### src/fct_cfg.svh
`ifndef FCT_CFG_SVH
`define FCT_CFG_SVH

// ********************************
// table window and filler
// ********************************
`define FCT_BASE_OFS        8'h5C
`define FCT_LAST_OFS        8'h68
`define FCT_DEPTH           13
`define FCT_BLANK_BYTE      8'hFF

// ********************************
// instruction code entries
// ********************************
`define FCT_PRG_RESUME_OFS  8'h60
`define FCT_PRG_SUSPEND_OFS 8'h61
`define FCT_ERS_RESUME_OFS  8'h62
`define FCT_ERS_SUSPEND_OFS 8'h63
`define FCT_PRG_RESUME_VAL  8'h7A
`define FCT_PRG_SUSPEND_VAL 8'h75
`define FCT_ERS_RESUME_VAL  8'h7A
`define FCT_ERS_SUSPEND_VAL 8'h75

// ********************************
// suspend timing word fields
// ********************************
`define FCT_PRG_BAN_VAL     4'hC
`define FCT_ERS_BAN_VAL     4'hC
`define FCT_PRG_GAP_VAL     4'h0
`define FCT_PSUS_CNT_VAL    5'h15
`define FCT_PSUS_UNIT_VAL   2'h1
`define FCT_EGAP_CNT_VAL    4'hF
`define FCT_ESUS_CNT_VAL    5'h15
`define FCT_ESUS_UNIT_VAL   2'h1
`define FCT_SUSP_NOSUP_VAL  1'h0
`define FCT_RSVD_ONE        1'h1

// ********************************
// busy polling, power-down and four-wire mode fields
// ********************************
`define FCT_POLL_RSVD_VAL   2'h3
`define FCT_POLL_VAL        6'h3D
`define FCT_POLL_SR_BIT     2
`define FCT_POLL_FLAG_BIT   3
`define FCT_DSR_CNT_VAL     5'h02
`define FCT_DSR_UNIT_VAL    2'h1
`define FCT_DSR_CODE_VAL    8'hAB
`define FCT_DPD_CODE_VAL    8'hB9
`define FCT_DPD_NOSUP_VAL   1'h0
`define FCT_NO_CMD_CODE     8'hFF
`define FCT_QEXIT_VAL       4'h9
`define FCT_QENTER_VAL      4'h0

// ********************************
// opcodes the host drives
// ********************************
`define FCT_STATUS_RD_OP    8'h05
`define FCT_RST_EN_OP       8'h66
`define FCT_RST_OP          8'h99
`define FCT_QEXIT_FF_OP     8'hFF

// ********************************
// latency units, in ns
// ********************************
`define FCT_UNIT0_NS        32'h0000_0080
`define FCT_UNIT1_NS        32'h0000_03E8
`define FCT_UNIT2_NS        32'h0000_1F40
`define FCT_UNIT3_NS        32'h0000_FA00
`define FCT_GAP_UNIT_NS     32'h0000_FA00

// ********************************
// host command registers
// ********************************
`define FCT_H_CTRL_OFS      5'h00
`define FCT_H_STAT_OFS      5'h01
`define FCT_H_COPY_OFS      5'h10
`define FCT_H_START_BIT     0
`define FCT_H_CLR_BIT       1

`endif

### src/fct_pkg.sv
package fct_pkg;

  typedef logic [7:0]  fct_byte_t;
  typedef logic [31:0] fct_ns_t;

  typedef enum logic [3:0] {
    FCT_H_IDLE  = 4'b0001,
    FCT_H_ISSUE = 4'b0010,
    FCT_H_WAIT  = 4'b0100,
    FCT_H_DONE  = 4'b1000
  } fct_hstate_t;

endpackage

### src/fct_if.sv
`timescale 1ns/1ps
`default_nettype none

interface fct_if;
  logic       rd_req;
  logic       wr_req;
  logic [7:0] addr;
  logic [7:0] wdata;
  logic [7:0] rdata;
  logic       rvalid;

  modport dev (
    input  rd_req,
    input  wr_req,
    input  addr,
    input  wdata,
    output rdata,
    output rvalid
  );

  modport host (
    output rd_req,
    output wr_req,
    output addr,
    output wdata,
    input  rdata,
    input  rvalid
  );
endinterface

`default_nettype wire

### src/fct_host.sv
`timescale 1ns/1ps
`default_nettype none
`include "fct_cfg.svh"

module fct_host
  import fct_pkg::*;
#(
  parameter int DEPTH = `FCT_DEPTH
) (
  // clock and reset
  input  wire logic       clk_i,
  input  wire logic       rst_b_i,
  // link to the table
  fct_if.host             link,
  // software port
  input  wire logic [4:0] reg_addr_i,
  input  wire logic [7:0] reg_wdata_i,
  input  wire logic       reg_wr_i,
  input  wire logic       reg_rd_i,
  output logic      [7:0] reg_rdata_o,
  // opcodes learnt from the table
  output logic      [7:0] prg_resume_op_o,
  output logic      [7:0] prg_suspend_op_o,
  output logic      [7:0] ers_resume_op_o,
  output logic      [7:0] ers_suspend_op_o,
  output logic      [7:0] dsr_op_o,
  output logic      [7:0] dpd_op_o,
  output logic      [7:0] poll_op_o,
  output logic      [7:0] qexit_op_o,
  output logic      [7:0] qexit_op2_o,
  output logic            qexit_two_o
);

  // ********************************
  // register decode
  // ********************************
  wire logic ctrl_wr_w;
  wire logic start_w;
  wire logic clr_w;
  wire logic copy_sel_w;

  assign ctrl_wr_w  = reg_wr_i && (reg_addr_i == `FCT_H_CTRL_OFS);
  assign start_w    = ctrl_wr_w && reg_wdata_i[`FCT_H_START_BIT];
  assign clr_w      = ctrl_wr_w && reg_wdata_i[`FCT_H_CLR_BIT];
  assign copy_sel_w = (reg_addr_i >= `FCT_H_COPY_OFS)
                      && (reg_addr_i < (`FCT_H_COPY_OFS + 5'(DEPTH)));

  // ********************************
  // fetch sequencer
  // ********************************
  fct_hstate_t state_r;
  fct_hstate_t state_nxt;
  logic [3:0]  idx_r;
  logic        done_r;
  fct_byte_t   copy_r [DEPTH];

  wire logic last_w;
  assign last_w = (idx_r == 4'(DEPTH - 1));

  always_comb begin
    state_nxt = state_r;
    case (state_r)
      FCT_H_IDLE:  if (start_w) state_nxt = FCT_H_ISSUE;
      FCT_H_ISSUE: state_nxt = FCT_H_WAIT;
      FCT_H_WAIT:  if (link.rvalid) state_nxt = last_w ? FCT_H_DONE : FCT_H_ISSUE;
      FCT_H_DONE:  state_nxt = FCT_H_IDLE;
      default:     state_nxt = FCT_H_IDLE;
    endcase
  end

  always_ff @(posedge clk_i or negedge rst_b_i) begin
    if (!rst_b_i) begin
      state_r <= FCT_H_IDLE;
      idx_r   <= 4'h0;
    end else begin
      state_r <= state_nxt;
      if (state_r == FCT_H_IDLE) begin
        idx_r <= 4'h0;
      end else if ((state_r == FCT_H_WAIT) && link.rvalid && !last_w) begin
        idx_r <= idx_r + 4'h1;
      end
    end
  end

  // completion wins over a clear in the same cycle
  always_ff @(posedge clk_i or negedge rst_b_i) begin
    if (!rst_b_i) begin
      done_r <= 1'b0;
    end else if (state_r == FCT_H_DONE) begin
      done_r <= 1'b1;
    end else if (clr_w || start_w) begin
      done_r <= 1'b0;
    end
  end

  always_ff @(posedge clk_i or negedge rst_b_i) begin
    if (!rst_b_i) begin
      for (int i = 0; i < DEPTH; i++) begin
        copy_r[i] <= 8'h00;
      end
    end else if ((state_r == FCT_H_WAIT) && link.rvalid) begin
      copy_r[idx_r] <= link.rdata;
    end
  end

  // the host only reads; the table is never written
  assign link.rd_req = (state_r == FCT_H_ISSUE);
  assign link.addr   = `FCT_BASE_OFS + {4'h0, idx_r};
  assign link.wr_req = 1'b0;
  assign link.wdata  = 8'h00;

  // ********************************
  // software read port
  // ********************************
  wire logic [7:0] stat_w;
  wire logic [7:0] rd_mux_w;
  wire logic [4:0] copy_idx_w;
  logic [7:0]      rdata_r;

  assign copy_idx_w = reg_addr_i - `FCT_H_COPY_OFS;
  assign stat_w     = {3'h0,
                       copy_r[8][`FCT_POLL_SR_BIT],
                       ~copy_r[11][7],
                       ~copy_r[3][7],
                       done_r,
                       (state_r != FCT_H_IDLE)};
  assign rd_mux_w   = (reg_addr_i == `FCT_H_STAT_OFS) ? stat_w
                    : copy_sel_w ? copy_r[copy_idx_w[3:0]] : 8'h00;

  always_ff @(posedge clk_i or negedge rst_b_i) begin
    if (!rst_b_i) begin
      rdata_r <= 8'h00;
    end else if (reg_rd_i) begin
      rdata_r <= rd_mux_w;
    end
  end

  assign reg_rdata_o = rdata_r;

  // ********************************
  // opcodes from the table copy
  // ********************************
  wire logic [31:0] pwr_w;
  assign pwr_w = {copy_r[11], copy_r[10], copy_r[9], copy_r[8]};

  assign prg_resume_op_o  = copy_r[4];
  assign prg_suspend_op_o = copy_r[5];
  assign ers_resume_op_o  = copy_r[6];
  assign ers_suspend_op_o = copy_r[7];
  assign dsr_op_o         = pwr_w[22:15];
  assign dpd_op_o         = pwr_w[30:23];
  // busy is only ever polled through status bit 0; the flag-register path is unsupported
  assign poll_op_o        = copy_r[8][`FCT_POLL_SR_BIT] ? `FCT_STATUS_RD_OP : 8'h00;
  assign qexit_op_o       = copy_r[12][0] ? `FCT_QEXIT_FF_OP
                          : copy_r[12][3] ? `FCT_RST_EN_OP : 8'h00;
  assign qexit_two_o      = !copy_r[12][0] && copy_r[12][3];
  assign qexit_op2_o      = qexit_two_o ? `FCT_RST_OP : 8'h00;

endmodule

`default_nettype wire

### src/flat_wrapper.sv
// flat-port wrapper written by rule: the top's interface ports become plain ports
module fct_host_flat import fct_pkg::*;
#(
  parameter int DEPTH = `FCT_DEPTH
)
  (clk_i, rst_b_i, reg_addr_i, reg_wdata_i, reg_wr_i, reg_rd_i, reg_rdata_o, prg_resume_op_o, prg_suspend_op_o, ers_resume_op_o, ers_suspend_op_o, dsr_op_o, dpd_op_o, poll_op_o, qexit_op_o, qexit_op2_o, qexit_two_o, link_rd_req, link_wr_req, link_addr, link_wdata, link_rdata, link_rvalid);
  fct_if link_i ();
  input  wire logic clk_i;
  input  wire logic rst_b_i;
  input  wire logic [4:0] reg_addr_i;
  input  wire logic [7:0] reg_wdata_i;
  input  wire logic reg_wr_i;
  input  wire logic reg_rd_i;
  output logic      [7:0] reg_rdata_o;
  output logic      [7:0] prg_resume_op_o;
  output logic      [7:0] prg_suspend_op_o;
  output logic      [7:0] ers_resume_op_o;
  output logic      [7:0] ers_suspend_op_o;
  output logic      [7:0] dsr_op_o;
  output logic      [7:0] dpd_op_o;
  output logic      [7:0] poll_op_o;
  output logic      [7:0] qexit_op_o;
  output logic      [7:0] qexit_op2_o;
  output logic qexit_two_o;
  output wire logic [$bits(link_i.rd_req)-1:0] link_rd_req;
  output wire logic [$bits(link_i.wr_req)-1:0] link_wr_req;
  output wire logic [$bits(link_i.addr)-1:0] link_addr;
  output wire logic [$bits(link_i.wdata)-1:0] link_wdata;
  input wire logic [$bits(link_i.rdata)-1:0] link_rdata;
  input wire logic [$bits(link_i.rvalid)-1:0] link_rvalid;
  assign link_rd_req = link_i.rd_req;
  assign link_wr_req = link_i.wr_req;
  assign link_addr = link_i.addr;
  assign link_wdata = link_i.wdata;
  assign link_i.rdata = link_rdata;
  assign link_i.rvalid = link_rvalid;
  fct_host #(.DEPTH(DEPTH)) u_core (.clk_i(clk_i), .rst_b_i(rst_b_i), .link(link_i), .reg_addr_i(reg_addr_i), .reg_wdata_i(reg_wdata_i), .reg_wr_i(reg_wr_i), .reg_rd_i(reg_rd_i), .reg_rdata_o(reg_rdata_o), .prg_resume_op_o(prg_resume_op_o), .prg_suspend_op_o(prg_suspend_op_o), .ers_resume_op_o(ers_resume_op_o), .ers_suspend_op_o(ers_suspend_op_o), .dsr_op_o(dsr_op_o), .dpd_op_o(dpd_op_o), .poll_op_o(poll_op_o), .qexit_op_o(qexit_op_o), .qexit_op2_o(qexit_op2_o), .qexit_two_o(qexit_two_o));
endmodule
### config.mk
export PLATFORM = sky130hd
export DESIGN_NAME = fct_host_flat
export DESIGN_NICKNAME = d
export VERILOG_FILES = /design/src/fct_pkg.sv /design/src/fct_if.sv /design/src/fct_host.sv /design/src/flat_wrapper.sv
export VERILOG_INCLUDE_DIRS = /design/src /design/src/src
export SDC_FILE = /design/constraint.sdc
export NUM_CORES = 1
export LEC_CHECK = 0
export ABC_AREA = 0
export BUFFER_PORTS_ARGS = -buffer_cell sky130_fd_sc_hd__buf_2
export CAP_MARGIN = 20
export CORE_ASPECT_RATIO = 1.75
export CORE_MARGIN = 8
export CORE_UTILIZATION = 56
export CTS_BUF_LIST = sky130_fd_sc_hd__clkbuf_8 sky130_fd_sc_hd__clkbuf_16
export DETAILED_ROUTE_END_ITERATION = 8
export PLACE_DENSITY = 0.8
export SLEW_MARGIN = 10
export SYNTH_ARGS = -nofsm -noshare
export SYNTH_HDL_FRONTEND = slang
export SYNTH_SLANG_ARGS = --single-unit
export TNS_END_PERCENT = 100
### constraint.sdc
create_clock -name clk_i -period 2.52 [get_ports clk_i]
set_input_delay 0.252 -clock clk_i [delete_from_list [all_inputs] [get_ports clk_i]]
set_output_delay 0.252 -clock clk_i [all_outputs]
set_load 0.02 [all_outputs]
==> out/metrics.yaml <==
outcome: "finished clean"
drt_iter0_drc: 305
setup_viol: 0
route.antenna.remaining_nets: 0
syn_area_um2: 6680
die_h_um: 160
io_buffers: 97
crit_path_start: "u_core.state_r[1]$_DFFE_PN0P_"
grt_max_degree: 83
cts_tree: "built"
maxCapViolCount: 0
worst_slew_pin_slew_ns: 0.664
drive_gt1_frac: 0.481
first_pass_iters: 4
finalCritPeriodShare: 0.802
final_cell_mix: "dfrtp_1, buf_2, mux2_2"
ys_seq_area_frac: 0.454
vias: 4197
routedWlPerCell_um: 22.9
max_freq_ghz: 0.495
fp.dieW_um: 98.5
synth_compound_area_frac: 0.0440
synth_edf_count: 0
rrSetupSlack_ns: 0.50
drc: 0
top_layer_used: "met4"
rsz0062_at_grt: "no"
synthSimpleGateAreaFrac: 0.0823
nNetsFinal: 587
muxShareOfSynthArea: 0.274
row_count: 53
synth-warning-count: 0
grt_pass1_vias: 4532
hold_viol_final: 0
fp.dieArea_um2: 15800
finClkSkew_ns: 0.0106
cts_setup_buffers: 0
crit_required_ns: 2.81
cts_buffer_depth: 2
dpl.hpwl_um: 11400
wl_met3_um: 1160
r2r_start: "u_core.state_r[1]$_DFFE_PN0P_"
max_slew_margin: 0.557
clk_latency_ns: 0.42
worst-path-max-fanout: 14
critPathKind: "register to register"
p_per_area_nw_per_um2: 622
synthFlopType: "dfrtp_1"
peakVddDrop_mv: 0.487
finalSetupTns_ns: 0
critPathCaptureType: "register"
htree_num_levels: 4
syn2layout_area_growth_pct: 8.98
report.final.slew_viol_count: 0
final_common_cell: "dfrtp_1"
path_clk_slew_ns: 0.05
post-place-ws_ns: 0.351
cts.sinks: 121
track_usage: 0.210
min_path_type: "input pin to register"
wl_met1_um: 5840
crit_arrival_ns: 2.31
grt_pass1_wl_um: 25400
period_minus_slack_ns: 2.02
gp_congestion: 0.931
io_pins: 125
leakagePower_uw: 0.00380
synth-async-reset-ratio: 1.00
synth_seq_cells: 121
grt_overflow: 0
antenna_found_initial: 0
synth_top_family_by_area: "multiplexers"
syn_inst: 515
syn_area_per_cell_um2: 13.0
initial_core_util: 0.566
hp-start: "reg_wdata_i[1]"
startpoint_type: "register"
numCtsBuffers: 17
met2WireLength_um: 8320
design.core.area_um2: 11800
ys_types: 57
wirelength_um: 16000
cts_root_buf: "clkbuf_16"
synth_xor_area_frac: 0.00262
vias_per_cell: 5.98
postLayoutSetupSlackWorst_ns: 0.500
synth_fa_ha_area_frac: 0.0169
diodes: 0
==> per-stage QoR <==
stage,hold slack [ns],std cells,utilization,total power (uW),area [um^2]
after floorplan,-0.0436,534,-,2160,6750
after global placement,0.260,669,0.567,2240,6700
after detailed placement,0.280,669,0.567,2250,6700
after CTS,0.155,702,0.616,4550,7270
after global routing,0.174,702,0.616,4670,7270
final,0.158,702,0.616,4530,7270
==> critical path, cell delays in order, from the launching register on <==
cell	delay, ns
dfrtp_1	0.44
nor2_1	0.24
and2_4	0.41
and3_1	0.21
buf_4	0.23
mux2_2	0.37
==> routing by layer <==
metal  GRT usage  vias up
met5           0        -
met4       0.131        0
met3      0.0564       44
met2       0.356      196
met1       0.226     2140
li1            -     1817
==> what timing repair did <==
item,4_1_cts,5_1_grt
endpoints found under the hold margin,38,0
hold buffers,1,0
gates resized for setup,0,0
==> Yosys cell counts, types with 3 or more instances <==
cell / number / share of area
a21oi_1: 11 / 0.0082
and3_1: 4 / 0.0037
buf_2: 5 / 0.0037
buf_4: 87 / 0.098
buf_6: 3 / 0.0051
clkbuf_1: 10 / 0.0056
dfrtp_1: 120 / 0.45
ha_1: 9 / 0.017
inv_1: 12 / 0.0067
mux2_2: 81 / 0.14
mux2_4: 25 / 0.056
mux2i_1: 18 / 0.027
mux4_2: 16 / 0.054
nand2_1: 7 / 0.0039
nand2b_1: 8 / 0.0075
nand3_1: 3 / 0.0022
nand3_2: 3 / 0.0045
nand3_4: 9 / 0.024
nand3b_1: 4 / 0.0045
nor2_1: 9 / 0.0051
nor2b_1: 5 / 0.0047
nor3_1: 11 / 0.0082
o21ai_0: 8 / 0.0060
o221ai_1: 3 / 0.0039
==> state kept, by name, indices dropped and copies added (netlist names) <==
name	cells
u_core.idx_r	4
u_core.prg_suspend_op_o	8
u_core.ers_resume_op_o	8
u_core.reg_rdata_o	8
u_core.state_r	4
u_core.dpd_op_o	8
u_core.done_r	1
u_core.dsr_op_o	8
u_core.ers_suspend_op_o	8
u_core.prg_resume_op_o	8
u_core.copy_r	56
==> path summary, 6_finish.rpt <==
| path | endpoint | cells past startpoint |
|---|---|---|
| max | u_core.copy_r[6]$_DFFE_PN0P_ | 5 |
| min | u_core.done_r$_DFFE_PN0P_ | 3 |
| max reg2reg | u_core.copy_r[6]$_DFFE_PN0P_ | 5 |
| min reg2reg | u_core.copy_r[39]$_DFFE_PN0P_ | 1 |
| max in group asynchronous | u_core.copy_r[73]$_DFFE_PN0P_ | 3 |
| min in group asynchronous | u_core.copy_r[0]$_DFFE_PN0P_ | 2 |
==> area by class of cell <==
type                       instances  area [um^2]
clock buffer                      19          453
clock inverter                    13          114
fill                             900         4530
inverter                          13         48.8
multi-input combinational        292         2880
sequential                       121         3030
tap                              137          171
timing repair buffer             107          578
==> cell families (layout without fill, tap and decap cells) <==
| family | count (synthesis) | in the layout |
|---|---|---|
| mux | 140 | 140 |
| flops | 121 | 121 |
| buf+inv | 121 | 152 |
| simple gates | 76 | 76 |
| compound gates | 44 | 44 |
| fa+ha+maj | 9 | 9 |
| other cells | 2 | 21 |
| xor+xnor | 2 | 2 |
==> where the power goes <==
| part | switching (uW) | internal (uW) |
|---|---|---|
| clock network | 831 | 1480 |
| logic | 186 | 66.5 |
| registers | 8.34 | 1960 |
| total | 1030 | 3500 |
No activity file was read; power rests on OpenSTA's default activity.
